File: src/design/media_sense_regs.vh
// Constants for the media sense and general pin port
`ifndef MEDIA_SENSE_REGS_VH
`define MEDIA_SENSE_REGS_VH
`define GP_COUNT 6
`define SENSE_COUNT 2
`define PIN_COUNT 8
`define GP_DIR_RST 6'h38
`define GP_POL_RST 6'h00
`define GP_EDGE_RST 6'h07
`define GP_OUT_RST 6'h18
`define SENSE_POL_RST 2'h3
`define SENSE_EDGE_RST 2'h0
`define SENSE1_STOP_RST 1'h0
`define SENSE2_STOP_RST 1'h0
`define LINE_DELAY_RST 8'h00
`define ST_SENSE1_BIT 0
`define ST_SENSE2_BIT 1
`define ST_GP_LSB 2
`define D2_IDLE 2'h0
`define D2_WAIT 2'h1
`define D2_DONE 2'h2
`endif

File: src/design/pin_sync.v
// Two-stage synchronizer for a group of input pins
`timescale 1ns/1ps
module pin_sync #(
  parameter WIDTH = 8
) (
  input wire core_clk_in,
  input wire [WIDTH-1:0] async_in,
  output wire [WIDTH-1:0] sync_out
);
  reg [WIDTH-1:0] meta_r;
  reg [WIDTH-1:0] sync_r;
  always @(posedge core_clk_in) begin
    meta_r <= async_in;
    sync_r <= meta_r;
  end
  assign sync_out = sync_r;
endmodule // pin_sync

File: src/design/media_sense_io.v
// Media sense inputs and configurable general pins with clear-on-read status
//
// Functional notes
// Eight pins: two dedicated sense inputs, six general bidirectional pins.
// General pin direction bit: zero is input, one is output.
// Polarity one: high level reads as true in status.
// Polarity zero: low level reads as true in status.
// Level mode: status bit follows polarity-adjusted input continuously.
// Edge mode: status latches true on any false-to-true since last read.
// Status read clears every edge-mode status bit.
// Enabled sense 1 rising true clears scanning; stops scan and both moves.
// Enabled sense 2 waits programmed lines, then sets status and clears scanning.
// Sense 2 never stops a fast reverse move.
// Output pin drives high for bit one, low for bit zero.
// Power-on, suspend and reset pin restore general pin defaults.
// Soft reset leaves general pin configuration and outputs unchanged.
// Default pins one to three edge inputs, falling edge sets bits 2-4.
// Default pins four, five drive high; pin six drives low.
// Host selects register address once, then many data accesses.
// Host avoids writing status registers.
// Sense and general pin configuration writable while idle.
// Every input pin passes two synchronizer stages before detection.
`timescale 1ns/1ps
`include "media_sense_regs.vh"
module media_sense_io #(
  parameter LINE_W = 8
) (
  input wire core_clk_in,
  input wire sys_rst_in,
  input wire suspend_in,
  input wire soft_reset_in,
  input wire idle_in,
  input wire line_tick_in,
  input wire fast_reverse_in,
  input wire scanning_in,
  input wire [`SENSE_COUNT-1:0] sense_pin_in,
  input wire [`GP_COUNT-1:0] gp_pin_in,
  output wire [`GP_COUNT-1:0] gp_pin_out,
  output wire [`GP_COUNT-1:0] gp_pin_oe_n_out,
  input wire cfg_we_in,
  input wire [`GP_COUNT-1:0] gp_dir_in,
  input wire [`GP_COUNT-1:0] gp_pol_in,
  input wire [`GP_COUNT-1:0] gp_edge_in,
  input wire [`GP_COUNT-1:0] gp_out_in,
  input wire [`SENSE_COUNT-1:0] sense_pol_in,
  input wire [`SENSE_COUNT-1:0] sense_edge_in,
  input wire sense1_stop_en_in,
  input wire sense2_stop_en_in,
  input wire [LINE_W-1:0] line_delay_in,
  input wire status_rd_in,
  output wire [`PIN_COUNT-1:0] status_out,
  output wire stop_scan_out,
  output wire [`GP_COUNT-1:0] gp_dir_out,
  output wire [`GP_COUNT-1:0] gp_pol_out,
  output wire [`GP_COUNT-1:0] gp_edge_out,
  output wire [`GP_COUNT-1:0] gp_out_val_out
);
  reg [`GP_COUNT-1:0] gp_dir_r;
  reg [`GP_COUNT-1:0] gp_pol_r;
  reg [`GP_COUNT-1:0] gp_edge_r;
  reg [`GP_COUNT-1:0] gp_out_r;
  reg [`SENSE_COUNT-1:0] sense_pol_r;
  reg [`SENSE_COUNT-1:0] sense_edge_r;
  reg sense1_stop_r;
  reg sense2_stop_r;
  reg [LINE_W-1:0] line_delay_r;
  reg [`PIN_COUNT-1:0] true_prev_r;
  reg [`PIN_COUNT-1:0] latch_r;
  reg [`PIN_COUNT-1:0] latch_nxt;
  reg [`PIN_COUNT-1:0] status_r;
  reg [`PIN_COUNT-1:0] status_nxt;
  reg [1:0] d2_state_r;
  reg [LINE_W-1:0] d2_cnt_r;
  reg sense2_true_r;
  reg stop_r;
  wire [`PIN_COUNT-1:0] pins_sync;
  wire [`PIN_COUNT-1:0] pol_all;
  wire [`PIN_COUNT-1:0] edge_all;
  wire [`PIN_COUNT-1:0] true_now;
  wire [`PIN_COUNT-1:0] rise;
  wire [`PIN_COUNT-1:0] level_or_latch;
  wire s1_rep_rise;
  wire s2_pin_rise;
  wire s2_fire;
  wire s1_stop_req;
  wire s2_stop_req;
  wire cfg_take;
  integer i;

  // Sense-2 delay machine states
  localparam [1:0] D2_IDLE = `D2_IDLE;
  localparam [1:0] D2_WAIT = `D2_WAIT;
  localparam [1:0] D2_DONE = `D2_DONE;
  localparam [LINE_W-1:0] CNT_ONE = {{(LINE_W-1){1'b0}}, 1'b1};

  // Polarity one keeps the pin level, zero inverts it
  function pol_true;
    input pin;
    input pol;
    begin
      pol_true = ~(pin ^ pol);
    end
  endfunction

  // Line counter has run out
  function cnt_zero;
    input [LINE_W-1:0] cnt;
    begin
      cnt_zero = (cnt == {LINE_W{1'b0}});
    end
  endfunction

  // Pin input stage
  pin_sync #(
    .WIDTH(`PIN_COUNT)
  ) u_sync (
    .core_clk_in(core_clk_in),
    .async_in({gp_pin_in, sense_pin_in}),
    .sync_out(pins_sync)
  );

  // Settings restored by reset pin or suspend only; soft reset is ignored here
  assign cfg_take = cfg_we_in & idle_in;

  // General pin direction, polarity, sensitivity and drive value
  always @(posedge core_clk_in) begin
    if (sys_rst_in | suspend_in) begin
      gp_dir_r <= `GP_DIR_RST;
      gp_pol_r <= `GP_POL_RST;
      gp_edge_r <= `GP_EDGE_RST;
      gp_out_r <= `GP_OUT_RST;
    end else if (cfg_take) begin
      gp_dir_r <= gp_dir_in;
      gp_pol_r <= gp_pol_in;
      gp_edge_r <= gp_edge_in;
      gp_out_r <= gp_out_in;
    end
  end

  // Sense pin polarity and sensitivity
  always @(posedge core_clk_in) begin
    if (sys_rst_in | suspend_in) begin
      sense_pol_r <= `SENSE_POL_RST;
      sense_edge_r <= `SENSE_EDGE_RST;
    end else if (cfg_take) begin
      sense_pol_r <= sense_pol_in;
      sense_edge_r <= sense_edge_in;
    end
  end

  // Stop enables and line delay
  always @(posedge core_clk_in) begin
    if (sys_rst_in | suspend_in) begin
      sense1_stop_r <= `SENSE1_STOP_RST;
      sense2_stop_r <= `SENSE2_STOP_RST;
      line_delay_r <= `LINE_DELAY_RST;
    end else if (cfg_take) begin
      sense1_stop_r <= sense1_stop_en_in;
      sense2_stop_r <= sense2_stop_en_in;
      line_delay_r <= line_delay_in;
    end
  end

  // Active-low output enable: low while driving
  genvar g;
  generate
    for (g = 0; g < `GP_COUNT; g = g + 1) begin : gp_drv
      assign gp_pin_out[g] = gp_out_r[g];
      assign gp_pin_oe_n_out[g] = ~gp_dir_r[g];
    end
  endgenerate

  assign pol_all = {gp_pol_r, sense_pol_r};
  assign edge_all = {gp_edge_r, sense_edge_r};

  // Per-pin polarity, rise detect and level or edge select
  generate
    for (g = 0; g < `PIN_COUNT; g = g + 1) begin : pin_det
      assign true_now[g] = pol_true(pins_sync[g], pol_all[g]);
      assign rise[g] = true_now[g] & ~true_prev_r[g];
      assign level_or_latch[g] = edge_all[g] ? latch_r[g] : true_now[g];
    end
  endgenerate

  // A rise in the cycle of a read wins over the clear
  always @* begin
    latch_nxt = latch_r;
    for (i = 0; i < `PIN_COUNT; i = i + 1) begin
      if (status_rd_in) begin
        latch_nxt[i] = 1'b0;
      end
      if (rise[i]) begin
        latch_nxt[i] = 1'b1;
      end
    end
    // Sense 2 in delayed-stop mode reports only when the line delay expires
    if (sense2_stop_r) begin
      latch_nxt[`ST_SENSE2_BIT] = latch_r[`ST_SENSE2_BIT] & ~status_rd_in;
      if (s2_fire) begin
        latch_nxt[`ST_SENSE2_BIT] = 1'b1;
      end
    end
  end

  always @* begin
    status_nxt = level_or_latch;
    if (sense2_stop_r & ~sense_edge_r[1]) begin
      status_nxt[`ST_SENSE2_BIT] = sense2_true_r;
    end
    // Pins driven as outputs read back their own pin level through polarity and edge select, like inputs
    status_nxt[`PIN_COUNT-1:`ST_GP_LSB] = level_or_latch[`PIN_COUNT-1:`ST_GP_LSB];
  end

  assign s1_rep_rise = status_nxt[`ST_SENSE1_BIT] & ~status_r[`ST_SENSE1_BIT];
  assign s2_pin_rise = rise[`ST_SENSE2_BIT];
  assign s2_fire = (d2_state_r == D2_WAIT) & line_tick_in & cnt_zero(d2_cnt_r);

  // Edge history and edge latches
  always @(posedge core_clk_in) begin
    if (sys_rst_in | suspend_in) begin
      true_prev_r <= {`PIN_COUNT{1'b0}};
      latch_r <= {`PIN_COUNT{1'b0}};
    end else begin
      true_prev_r <= true_now;
      latch_r <= latch_nxt;
    end
  end

  // Registered status seen by the host
  always @(posedge core_clk_in) begin
    if (sys_rst_in | suspend_in) begin
      status_r <= {`PIN_COUNT{1'b0}};
    end else begin
      status_r <= status_nxt;
    end
  end

  // Line-count delay for sense 2
  always @(posedge core_clk_in) begin
    if (sys_rst_in | suspend_in | soft_reset_in) begin
      d2_state_r <= D2_IDLE;
      d2_cnt_r <= {LINE_W{1'b0}};
      sense2_true_r <= 1'b0;
    end else begin
      case (d2_state_r)
        D2_IDLE: begin
          if (sense2_stop_r & s2_pin_rise) begin
            d2_state_r <= D2_WAIT;
            d2_cnt_r <= line_delay_r;
            sense2_true_r <= 1'b0;
          end
        end
        D2_WAIT: begin
          if (line_tick_in) begin
            if (cnt_zero(d2_cnt_r)) begin
              d2_state_r <= D2_DONE;
              sense2_true_r <= 1'b1;
            end else begin
              d2_cnt_r <= d2_cnt_r - CNT_ONE;
            end
          end
        end
        // Rearm only after the pin drops back to false
        D2_DONE: begin
          if (~true_now[`ST_SENSE2_BIT]) begin
            d2_state_r <= D2_IDLE;
            sense2_true_r <= 1'b0;
          end
        end
        default: begin
          d2_state_r <= D2_IDLE;
        end
      endcase
    end
  end

  // Sense 1 stops any move; sense 2 never stops a fast reverse move
  assign s1_stop_req = sense1_stop_r & s1_rep_rise;
  assign s2_stop_req = s2_fire & ~fast_reverse_in;

  // One-cycle stop pulse to the motion controller
  always @(posedge core_clk_in) begin
    if (sys_rst_in | suspend_in) begin
      stop_r <= 1'b0;
    end else begin
      stop_r <= scanning_in & (s1_stop_req | s2_stop_req);
    end
  end

  // Status and configuration readback
  assign status_out = status_r;
  assign stop_scan_out = stop_r;
  assign gp_dir_out = gp_dir_r;
  assign gp_pol_out = gp_pol_r;
  assign gp_edge_out = gp_edge_r;
  assign gp_out_val_out = gp_out_r;
endmodule // media_sense_io

File: config.mk
export PLATFORM = sky130hd
export DESIGN_NAME = media_sense_io
export DESIGN_NICKNAME = d
export VERILOG_FILES = /design/src/design/pin_sync.v /design/src/design/media_sense_io.v
export VERILOG_INCLUDE_DIRS = /design/src /design/src/design
export SDC_FILE = /design/constraint.sdc
export NUM_CORES = 1
export LEC_CHECK = 0
export ABC_AREA = 1
export BUFFER_PORTS_ARGS = -buffer_cell sky130_fd_sc_hd__buf_4
export CAP_MARGIN = 30
export CORE_MARGIN = 10
export CORE_UTILIZATION = 51
export DETAILED_ROUTE_END_ITERATION = 8
export PLACE_DENSITY_LB_ADDON = 0.08
export SYNTH_ARGS = -nofsm -noshare
export SYNTH_HDL_FRONTEND = slang
export SYNTH_SLANG_ARGS = --single-unit
File: constraint.sdc
create_clock -name core_clk_in -period 1.7 [get_ports core_clk_in]
set_input_delay 0.085 -clock core_clk_in [delete_from_list [all_inputs] [get_ports core_clk_in]]
set_output_delay 0.085 -clock core_clk_in [all_outputs]
set_load 0.02 [all_outputs]
# After elaboration in Yosys (flattened, before gate mapping)
# Cells that the tools add are included.
[word_totals]
regBits = 90
input_bits = 56
elab_cells = 137
[op_classes]
add_sub_neg = 1
n_eq_ne = 7
n_mux = 34
bitwise = 55
reduce_logical = 15
[ops]
columns = ["operator", "count"]
rows = [
  ["NOT 1 bit", 26],
  ["2-to-1 mux 1 bit", 24],
  ["2-to-1 mux 8 bit", 3],
  ["bitwise AND 1 bit", 18],
  ["one-hot mux 8 bit (2 select lines)", 1],
  ["nonzero test 2 bit", 8],
  ["zero test 8 bit", 1],
  ["2-to-1 mux 2 bit", 4],
  ["inequality test 2 bit, second input constant", 4],
  ["AND reduction 4 bit", 2],
  ["subtractor 8 x 1 -> 8 bit, second input constant", 1],
  ["XOR 1 bit", 8],
  ["one-hot mux 2 bit (3 select lines)", 1],
  ["nonzero test 3 bit", 2],
  ["AND reduction 5 bit", 1],
  ["OR 1 bit", 3],
  ["one-hot mux 1 bit (3 select lines)", 1],
  ["== test 2 x 1 -> 1 bit, second input constant", 1],
  ["== test 2 bit, second input constant", 1],
  ["zero test 2 bit", 1],
  ["inequality test 2 x 1 -> 1 bit, second input constant", 1],
]

# Longest topological paths before layout
# Gate-level depths: netlist of the first run.
[logic_depth]
depth_word = 7
mapped_depth = 13
ltp_nobuf = 12

# By module
# From an unflattened synthesis of the first run, not the netlist that was laid out.
[hier_totals]
cells_unflattened = 413
area_unflattened_um2 = 3338.2
[modules_own_cells]
columns = ["mod", "n_inst", "cells_per_inst", "area_each_um2", "seq_area_each_um2"]
rows = [
  ["media_sense_io", 1, 397, 3017.9, 1481.4],
  ["pin_sync", 1, 16, 320.3, 320.3],
]

# Worst setup path before layout of the first run
# No wires, ideal clock.
[synth_path]
path_kind = "flip-flop to flip-flop"
startpoint = "reg d2_cnt_r[0]"
endpoint = "reg d2_cnt_r[6]"
setup_ps = 114
arrival_ps = 1279
required_time_ps = 1586
setup_slack_ps = 307
path_stages_with_launch = 14
n_path_buf = 1
synth_period_minus_slack_ps = 1393
cell_sequence = "dfxtp_1 > inv_1 > ha_1 > nand2_1 > nor2_1 > nand2_2 > nand2_4 > nand2_4 > inv_4 > nor2_8 > buf_6 > nand2_1 > nand2_1 > nor2_2"
[synth_between]
elab_chain_cells = 4
[synth_rtl]
columns = ["item", "line_no", "text"]
rows = [
  ["from (decl)", "media_sense_io.v:73", "reg [LINE_W-1:0] d2_cnt_r;"],
  ["from (signal assigned)", "media_sense_io.v:242", "d2_cnt_r <= {LINE_W{1'b0}};"],
  ["from (signal assigned)", "media_sense_io.v:249", "d2_cnt_r <= line_delay_r;"],
  ["from (signal assigned)", "media_sense_io.v:259", "d2_cnt_r <= d2_cnt_r - CNT_ONE;"],
  ["subtractor 8 x 1 -> 8 bit", "media_sense_io.v:259", ""],
  ["2-to-1 mux 8 bit", "media_sense_io.v:255", "if (cnt_zero(d2_cnt_r)) begin"],
  ["2-to-1 mux 8 bit", "media_sense_io.v:254", "if (line_tick_in) begin"],
  ["one-hot mux 8 bit (2 select lines)", "media_sense_io.v:245", "case (d2_state_r)"],
]
# Parallel ways exist; a longest one is shown, timed or not. The select of a mux whose other input is x is not followed.
# A chain may end at the register's enable or synchronous reset.

# Worst setup path in the final report of the first run
# Ends and elaborated chain as after synthesis.

==> results of run 1 <==
metal layers:
metal / share of wire [%] / wire length, um / vias up
met5: 0 / 0 / -
li1: - / - / 1621
met4: 1.6 / 139 / 0
met1: 44 / 3730 / 1383
met3: 7.6 / 647 / 13
met2: 47 / 4050 / 75
stage by stage:
step	worst slack [ps]	util (%)	instance area (um^2)
2_1_floorplan	307	-	3390
3_3_place_gp	278	65.2	4190
3_5_place_dp	247	65.2	4190
4_1_cts	236	74.8	4800
5_1_grt	84.0	74.8	4800
6_report	237	74.8	4800
area by class of cell:
type	instances	share of cell area (%)
Clock buffer	10	2.66
Clock inverter	6	1.48
Inverter	41	3.26
Multi-Input combinational cell	272	27.6
Sequential cell	90	37.5
Tap cell	77	2.01
Timing Repair Buffer	149	25.5
logic make-up after synthesis:
family                     Yosys count
and+or+nand+nor                    192
DFF                                 90
AOI/OAI and AO/OA                   71
buffers and inverters               63
xor gates and xnor gates             7
adders and majority gates            2
sequential cells by signal (all words and copies together), names as in the netlist:
| register | cells |
|---|---|
| d2_cnt_r | 8 |
| latch_r | 8 |
| line_delay_r | 8 |
| status_out | 8 |
| true_prev_r | 8 |
| u_sync.meta_r | 8 |
| u_sync.sync_out | 8 |
| gp_dir_out | 6 |
| gp_edge_out | 6 |
| gp_out_val_out | 6 |
| gp_pol_out | 6 |
| d2_state_r | 2 |
| sense_edge_r | 2 |
| sense_pol_r | 2 |
| sense1_stop_r | 1 |
| sense2_stop_r | 1 |
| sense2_true_r | 1 |
| stop_scan_out | 1 |
power breakdown:
| part | internal (W) | switching [W] | leakage, nW | total (W) |
|---|---|---|---|---|
| clock network | 0.000699 | 0.000774 | 0.0992 | 0.00147 |
| registers | 0.00219 | 0.0000376 | 0.738 | 0.00222 |
| logic | 0.000260 | 0.000247 | 1.35 | 0.000507 |
synth_stat cells (all sizes together):
| cell type | n | area (um^2) |
|---|---|---|
| a211oi | 1 | 7.51 |
| a21oi | 14 | 73.8 |
| a31oi | 1 | 6.26 |
| a41oi | 1 | 8.76 |
| buf | 13 | 82.6 |
| clkbuf | 9 | 33.8 |
| dfxtp | 90 | 1800 |
| ha | 2 | 25.0 |
| inv | 41 | 156 |
| nand2 | 76 | 313 |
| nand3 | 23 | 115 |
| nand3b | 2 | 15.0 |
| nand4 | 3 | 18.8 |
| nor2 | 85 | 345 |
| nor3 | 1 | 5.00 |
| o211ai | 4 | 30.0 |
| o21a | 1 | 7.51 |
| o21ai | 42 | 221 |
| o31ai | 6 | 45.0 |
| o32ai | 1 | 8.76 |
| or2 | 2 | 12.5 |
| xnor2 | 1 | 8.76 |
| xor2 | 6 | 52.6 |
worst max path at each step:
stage | endpoint | slack [ps] | cells past startpoint
6_report | d2_cnt_r[6]$_SDFFE_PP0P_ | 240 | 12
5_1_grt | d2_cnt_r[0]$_SDFFE_PP0P_ | 80 | 12
4_1_cts | d2_cnt_r[0]$_SDFFE_PP0P_ | 240 | 12
3_5_place_dp | d2_cnt_r[6]$_SDFFE_PP0P_ | 250 | 12
3_3_place_gp | d2_cnt_r[6]$_SDFFE_PP0P_ | 280 | 12
2_1_floorplan | d2_cnt_r[6]$_SDFFE_PP0P_ | 310 | 13
repair_timing:
| action | 4_1_cts | 5_1_grt |
|---|---|---|
| resized for setup | 0 | 0 |
| hold buffers | 42 | 0 |
| endpoints found under the hold margin | 41 | 0 |
worst max-delay path: stages, from the launching register on:
cell and delay, ps:
dfxtp_1 350, inv_1 80, ha_1 190, nand2_1 60, nor2_1 50, nand2_2 80, nand2_4 70, nand2_4 70
inv_4 40, nor2_8 190, nand2_1 80, nand2_1 80, nor2_2 30
==> results.tsv, run 1 <==
metric	value	unit
wire per inst	13.3	um
fill count	484	
Total Power	0.00420	W
CORE AREA	6420	um^2
synthesized area	3390	um^2
Worst R2R Start	d2_cnt_r[0]$_SDFFE_PP0P_	
Layout Nets	621	
Max Clk Rate	684	MHz
Starting Density	52.9	%
Fin Hold WS	12.5	ps
Slew @ Worst Pin	373	ps
final hold viol count	0	
WHS Endpoint	sense2_stop_r$_SDFFE_PP0P_	
period utilisation layout	86.0	%
die footprint	10300	um^2
drt drc	0	
commonest non-fill, non-tap cells in the layout	107 x buf_4, 90 x dfxtp_1, 81 x nor2_1	
register area	1800	um^2
Total Neg Setup Slack	0	ps
met1 GRT Util	19.4	%
global-route wire length before repair	14100	um
crit path from	d2_cnt_r[0]$_SDFFE_PP0P_	
met2 Use GR	27.9	%
Die H	102	um
Final Max Tran Viols	0	
Ports	101	
largest family of logic cells by synthesized area	simple AND/OR/NAND/NOR gates	
clock slew at reported path FFs	90	ps
Hold Crit Depth	3	
vias in the first global route	3098	
n_diodes	0	
First-pass DRT Iterations	4	
commonest non-fill, non-tap cell in the layout	buf_4	
post-synthesis compound-gate area fraction	12.1	%
worst setup path class	flop to flop	
met3 usage in global routing	5.72	%
CP endpoint kind	flop	
CP Max Fanout	14	
Avg Cell Area, Syn	7.99	um^2
Post-DRT Antenna Nets	0	
Post-CTS Setup Bufs	0	
PD cells	875	nW/um^2
DR iter-0 viols	82	
Leak	2.19	nW
min Tclk post-route	1460	ps
reg2reg setup slack	240	ps
Die X	102	um
max-cap violations	0	
final wirelength	8560	um
Vias/cell	4.79	
mux cell area share after synthesis	0	%
Clk Tree Root Cell	clkbuf_8	
skew final	7.16	ps
port bufs	100	
final setup vio count	0	
share of cells above drive strength 1	24.8	%
Final Wtd Congestion	0.848	
worst path required time	1960	ps
CP Launch Type	flop	
Rows	29	
Sink Count	90	
post-synthesis simple-gate area fraction	24.3	%
Tightest Hold Check Type	input pin to flop	
register bit total from synthesis	90	
initial antenna violation count	0	
Area Growth Syn to Fin	41.5	%
worst skew pair latency	350	ps
CP Data Arrival Time	1720	ps
Final Non-Filler Cells	645	
Worst R2R Path Depth	12	
grt ovf	0	
adder-cell share of the synthesized area	0.737	%
Mapped Nets	483	
Overall Global Routing Usage	16.8	%
XOR/XNOR Fraction of Synth Area	1.81	%
worst vdd ir	0.000592	V
normalized max-slew margin	75.1	%
Reg-to-Reg End	d2_cnt_r[6]$_SDFFE_PP0P_	
RSZ-0062 raised after global routing	false	
DP Wirelength	5830	um
Num CTS Buffers	9	
vias post-DR	3092	
deepest clock path buffer count	2	
Multi-input gate area	1330	um^2
GR peak layer	met2	
Synth warnings	0	
largest net degree at the start of global routing	40	
start point of the worst hold path	sense2_stop_en_in	
CTS tree	done	
status	finished, final reports clean	
DP Cell Count	587	
H-Tree Level Count	3	
register area share after synthesis	53.1	%
Post-Synthesis Cells	425	
Synth cell types	35	
(Power assumes the default switching activity.)
==> run 2, diff against run 1 <==
--- a/config.mk
+++ b/config.mk
@@ -6,12 +6,12 @@
 export SDC_FILE = /design/constraint.sdc
 export NUM_CORES = 1
 export LEC_CHECK = 0
-export ABC_AREA = 1
 export BUFFER_PORTS_ARGS = -buffer_cell sky130_fd_sc_hd__buf_4
 export CAP_MARGIN = 30
 export CORE_MARGIN = 10
-export CORE_UTILIZATION = 51
+export CORE_UTILIZATION = 50
 export DETAILED_ROUTE_END_ITERATION = 8
+export MAX_ROUTING_LAYER = met4
 export PLACE_DENSITY_LB_ADDON = 0.08
 export SYNTH_ARGS = -nofsm -noshare
 export SYNTH_HDL_FRONTEND = slang
==> run 2 against run 1 <==
Effect of this change: the run now ends with setup timing left; maximum frequency decreased by 17%; combinational power shrank 8.9%; flip-flop and latch count did not move; sequential power hardly changed; non-clock buffer count grew 24; final area grew 3.1%; final cell count down 4.2%; worst setup slack got worse by 300 ps; critical path depth down 8; synthesized cell count is 11% lower; highest routed layer unchanged.
==> results.tsv, run 2 <==
metric	value	unit
H-Tree Level Count	3	
clock share of power	33.6	%
drt drc	0	
CORE AREA	6390	um^2
post-synth top area share	54.6	%
NetSw	0.00103	W
commonest non-fill, non-tap cell in the layout	buf_4	
DR iter-0 viols	109	
Yosys top cell by area	dfxtp_1	
clock slew at reported path FFs	90	ps
Synth warnings	0	
Avg Cell Area, Syn	8.76	um^2
vias post-DR	3147	
Synth cell types	42	
delay-heaviest family, CP	simple AND/OR/NAND/NOR gates	
worst skew pair latency	350	ps
min Tclk post-route	1770	ps
Num CTS Buffers	9	
Starting Density	51.7	%
period utilisation layout	104	%
Sink Count	90	
Leak	2.16	nW
vias in the first global route	3214	
global-route wire length before repair	15500	um
Hold Crit Depth	3	
skew final	10.9	ps
most frequent cells after synthesis	96 x nand2_1, 90 x dfxtp_1, 41 x a21oi_1, 19 x inv_1, 16 x clkbuf_1	
RSZ-0062 raised after global routing	true	
sequential group share of total power	54.9	%
Rows	29	
initial antenna violation count	0	
First-pass DRT Iterations	4	
wire per inst	15.3	um
WP buf/inv	0	
met2 WL	4970	um
reg2reg setup slack	-70	ps
commonest non-fill, non-tap cells in the layout	125 x buf_4, 96 x nand2_1, 87 x dfxtp_1	
Ports	101	
port bufs	100	
Mapped Nets	435	
pre-CTS setup slack	-67.5	ps
worst vdd ir	0.000630	V
CP Launch Type	flop	
PD cells	813	nW/um^2
max-cap violations	0	
status	finished with violations	
WHS Endpoint	latch_r[1]$_SDFFE_PP0P_	
die footprint	10300	um^2
final worst slack	-65.3	ps
Post-synth EDFFs	0	
Total Neg Setup Slack	-93.0	ps
Worst R2R Start	d2_cnt_r[4]$_SDFFE_PP0P_	
design area	4950	um^2
register area share after synthesis	54.6	%
Slew @ Worst Pin	428	ps
CP Data Arrival Time	2050	ps
metal1 wirelength	3920	um
failing checks	setup timing	
CP max stage delay	560	ps
final wirelength	9450	um
synthesized area	3300	um^2
Final Max Tran Viols	0	
Max Clk Rate	566	MHz
final hold viol count	0	
grt ovf	0	
Overall Global Routing Usage	19.2	%
Comb pwr share	11.5	%
final setup vio count	2	
Die H	101	um
CP Max Fanout	4	
Final Wtd Congestion	0.935	
CP max-delay cell	or4_4	
routed wl met3	450	um
Most used DFF post-synth	dfxtp_1	
Post-DRT Antenna Nets	0	
Layout Nets	594	
start point of the worst hold path	status_rd_in	
Clk Tree Root Cell	clkbuf_8	
largest net degree at the start of global routing	39	
DP Wirelength	6380	um
register bit total from synthesis	90	
ys async rst share	0	%
worst path required time	1980	ps
CP endpoint kind	flop	
Tightest Hold Check Type	input pin to flop	
n_diodes	0	
placed cell areas	4240	um^2
normalized max-slew margin	71.5	%
Area Growth Syn to Fin	50.1	%
share of cells above drive strength 1	29.4	%
Vias/cell	5.09	
deepest clock path buffer count	2	
count leader, synth	nand2_1	
Reg-to-Reg End	d2_cnt_r[7]$_SDFFE_PP0P_	
Die X	101	um
CTS tree	done	
Top Metal Used	met4	
Int Pwr	0.00300	W
largest cells by area after synthesis	dfxtp_1 55%, nand2_1 11%, a21oi_1 6.2%, mux2i_1 2.4%, inv_1 2.2%	
Post-CTS Setup Bufs	0	
switching portion of total power	25.6	%
Post-Synthesis Cells	377	
Final Util	77.6	%
Worst R2R Path Depth	4	
CP Cell Sequence	or4_4 > or4_1 > a22o_1 > o22ai_2	
worst setup path class	flop to flop	
-- run 2: changes by cell type in the layout (fill, tap and decap cells not counted), moves of 8 or more --
cell,before,now
nor2_1,81,15
o21ai_0,41,7
a21oi_1,13,40
nand2_1,69,96
inv_1,37,17
buf_4,107,125
nand3_1,23,12
mux2i_1,0,8
-- run 2: worst max-delay path by stage --
stage,to,startpoint,depth (start not counted)
after floorplan,d2_cnt_r[4]$_SDFFE_PP0P_,d2_cnt_r[0]$_SDFFE_PP0P_,7
after global placement,stop_scan_out$_SDFF_PP0_,d2_cnt_r[1]$_SDFFE_PP0P_,6
after detailed placement,stop_scan_out$_SDFF_PP0_,d2_cnt_r[1]$_SDFFE_PP0P_,6
after CTS,d2_cnt_r[7]$_SDFFE_PP0P_,d2_cnt_r[6]$_SDFFE_PP0P_,4
after global routing,d2_cnt_r[7]$_SDFFE_PP0P_,d2_cnt_r[4]$_SDFFE_PP0P_,4
final,d2_cnt_r[7]$_SDFFE_PP0P_,d2_cnt_r[4]$_SDFFE_PP0P_,4
-- run 2: per-stage QoR --
step | cells | hold WS [ps] | total power [W]
after global placement | 555 | 190 | 0.00262
after CTS | 618 | 13.3 | 0.00407
after global routing | 618 | 61.5 | 0.00421
after detailed placement | 555 | 192 | 0.00263
after floorplan | 377 | 113 | 0.00243
final | 618 | 31.4 | 0.00403
-- run 2: kinds of logic after synthesis --
family	Yosys count	share of synthesized area, %
DFF	90	54.6
muxes	8	2.43
and+or+nand+nor	148	19.6
adders and majority gates	2	0.758
xor gates and xnor gates	9	2.39
AOI/OAI and AO/OA	76	14.5
buffers and inverters	44	5.72
-- run 2: layout make-up --
| class | instances | area [um^2] |
|---|---|---|
| Fill cell | 439 | 1430 |
| Multi-Input combinational cell | 243 | 1370 |
| Inverter | 19 | 71.3 |
| Timing Repair Buffer | 173 | 1430 |
| Tap cell | 77 | 96.3 |
| Clock inverter | 6 | 56.3 |
| Sequential cell | 90 | 1810 |
| Clock buffer | 10 | 128 |
-- run 2: per-layer routing --
metal / global-route usage (%) / vias up
li1: - / 1569
met1: 21.1 / 1498
met2: 33.2 / 71
met3: 5.79 / 9
met4: 4.82 / 0
met5: - / -
-- run 2: worst min-delay path, delay by kind of cell --
family / cells / cell delay (ps)
AOI/OAI and AO/OA: 1 / 50
buffers and inverters: 1 / 100
and+or+nand+nor: 1 / 90
-- run 2: power groups by stage --
stage	registers, W	clock network, W	logic [W]
CTS	0.00221	0.00140	0.000461
floorplan	0.00228	0	0.000150
detailed placement	0.00226	0	0.000372
global route	0.00222	0.00149	0.000505
global placement	0.00226	0	0.000367
finish	0.00221	0.00135	0.000462
-- run 2: repair_timing --
action,in CTS,in global routing
hold buffers,47,0
pin swaps,1,8
gates resized for setup,2,11
setup endpoints to repair,4,8
endpoints found under the hold margin,47,0
==> run 3, diff against run 2 <==
--- a/config.mk
+++ b/config.mk
@@ -13,6 +13,7 @@
 export DETAILED_ROUTE_END_ITERATION = 8
 export MAX_ROUTING_LAYER = met4
 export PLACE_DENSITY_LB_ADDON = 0.08
+export REMOVE_ABC_BUFFERS = 1
 export SYNTH_ARGS = -nofsm -noshare
 export SYNTH_HDL_FRONTEND = slang
 export SYNTH_SLANG_ARGS = --single-unit
==> run 3 against run 2 <==
Effect of this change: final cell count rose by 0.49%; critical endpoint unchanged; maximum frequency fell by 1.4%; first-iteration DRC count increased by 15%; sequential share of layout area about the same; final area fell by 0.10%; routed wire length rose by 2.5%; highest routed layer unchanged; utilization shrank 0.078 points; the flow still finishes with violations (setup timing); largest power group unchanged; critical path depth unchanged; sequential power barely moved.
==> results.tsv, run 3 (synthesis gave the netlist of run 2 again) <==
metric	value	unit
status	finished with violations	
failing checks	setup timing	
Layout Nets	597	
Final Non-Filler Cells	621	
PD cells	806	nW/um^2
NetSw	0.00102	W
Vias/cell	5.07	
final hold viol count	0	
placed cell areas	4230	um^2
DP Cell Count	556	
Die H	101	um
DP Wirelength	6420	um
deepest clock path buffer count	2	
final worst slack	-90.3	ps
CP max stage delay	550	ps
normalized max-slew margin	65.3	%
Total Neg Setup Slack	-161	ps
vias in the first global route	3270	
Clk Tree Root Cell	clkbuf_8	
Slew @ Worst Pin	518	ps
Num CTS Buffers	9	
commonest non-fill, non-tap cell in the layout	buf_4	
vias post-DR	3149	
Sink Count	90	
DR iter-0 viols	125	
design area	4950	um^2
period utilisation layout	105	%
CORE AREA	6390	um^2
initial antenna violation count	0	
Fin Hold WS	26.2	ps
clock slew at reported path FFs	90	ps
sequential group share of total power	55.4	%
Max Clk Rate	559	MHz
WP buf/inv	0	
CP Max Fanout	3	
largest net degree at the start of global routing	42	
grt ovf	0	
min Tclk post-route	1790	ps
switching portion of total power	25.7	%
n_diodes	0	
Die X	101	um
Area Growth Syn to Fin	49.9	%
delay-heaviest family, CP	simple AND/OR/NAND/NOR gates	
share of cells above drive strength 1	29.8	%
CP endpoint kind	flop	
CTS tree	done	
Post-DRT Antenna Nets	0	
worst vdd ir	0.000923	V
worst path required time	1980	ps
Total Power	0.00399	W
Final Max Tran Viols	0	
CP Launch Type	flop	
CP Cell Sequence	or4_4 > or4_4 > a22o_1 > o22ai_2	
Overall Global Routing Usage	19.6	%
Starting Density	51.7	%
Int Pwr	0.00297	W
worst skew pair latency	350	ps
wire per inst	15.6	um
RSZ-0062 raised after global routing	true	
CP Data Arrival Time	2070	ps
First-pass DRT Iterations	4	
drt drc	0	
final wirelength	9690	um
H-Tree Level Count	3	
global-route wire length before repair	15800	um
Leak	2.15	nW
Ports	101	
commonest non-fill, non-tap cells in the layout	128 x buf_4, 96 x nand2_1, 88 x dfxtp_1	
skew final	4.32	ps
Final Wtd Congestion	0.916	
most used cell, CP	or4_4	
port bufs	100	
die footprint	10300	um^2
CP max-delay cell	or4_4	
worst setup path class	flop to flop	
Tightest Hold Check Type	input pin to flop	
final setup vio count	2	
Rows	29	
clock share of power	33.1	%
Comb pwr share	11.5	%
max-cap violations	0	
run 3: cell types whose count changed in the layout (fill, tap and decap cells not counted), moves of 2 or more:
cell,previous run,this run
buf_4,125,128
nor3_2,0,2
inv_8,2,0
clkinv_2,0,2
run 3: area by class of cell:
type	instances	area, um^2
Clock buffer	9	124
Clock inverter	7	52.6
Fill cell	460	1440
Inverter	19	71.3
Multi-Input combinational cell	243	1360
Sequential cell	90	1800
Tap cell	77	96.3
Timing Repair Buffer	176	1440
run 3: per-stage QoR:
stage	worst slack [ps]	util, %
floorplan	-64.0	-
finish	-90.3	77.5
global placement	-63.2	66.3
global route	-126	77.5
detailed placement	-83.7	66.3
CTS	-71.6	77.1
run 3: power by group through the flow:
stage	Sequential (W)	Clock, W	Combinational [W]
after global placement	0.00226	0	0.000358
after global routing	0.00222	0.00144	0.000497
after floorplan	0.00229	0	0.000131
after CTS	0.00221	0.00136	0.000456
after detailed placement	0.00226	0	0.000364
final	0.00221	0.00132	0.000458
run 3: worst paths after layout:
check	from	to	slack, ps	cells after the start
worst max-delay path	d2_cnt_r[4]$_SDFFE_PP0P_	d2_cnt_r[7]$_SDFFE_PP0P_	-90	4
worst min-delay path	sys_rst_in	sense_pol_r[1]$_SDFFE_PP1P_	30	3
worst max register to register	d2_cnt_r[4]$_SDFFE_PP0P_	d2_cnt_r[7]$_SDFFE_PP0P_	-90	4
worst min register to register	u_sync.meta_r[2]$_DFF_P_	u_sync.sync_out[2]$_DFF_P_	330	0
run 3: layer usage:
| metal | global-route usage, % | wire length (um) |
|---|---|---|
| met1 | 21.1 | 3940 |
| met3 | 4.22 | 312 |
| met4 | 5.36 | 123 |
| met2 | 35.4 | 5310 |
| met5 | - | 0 |
run 3: timing repair:
item,4_1_cts,5_1_grt
setup endpoints to repair,5,11
pin swaps,7,5
hold endpoints to repair,48,0
buffers inserted,1,0
gates resized for setup,7,8
hold buffers,48,0
run 3: worst register-to-register path: stages (launching register included):
cell	delay, ps
dfxtp_1	320
or4_4	550
or4_4	540
a22o_1	200
o22ai_2	120
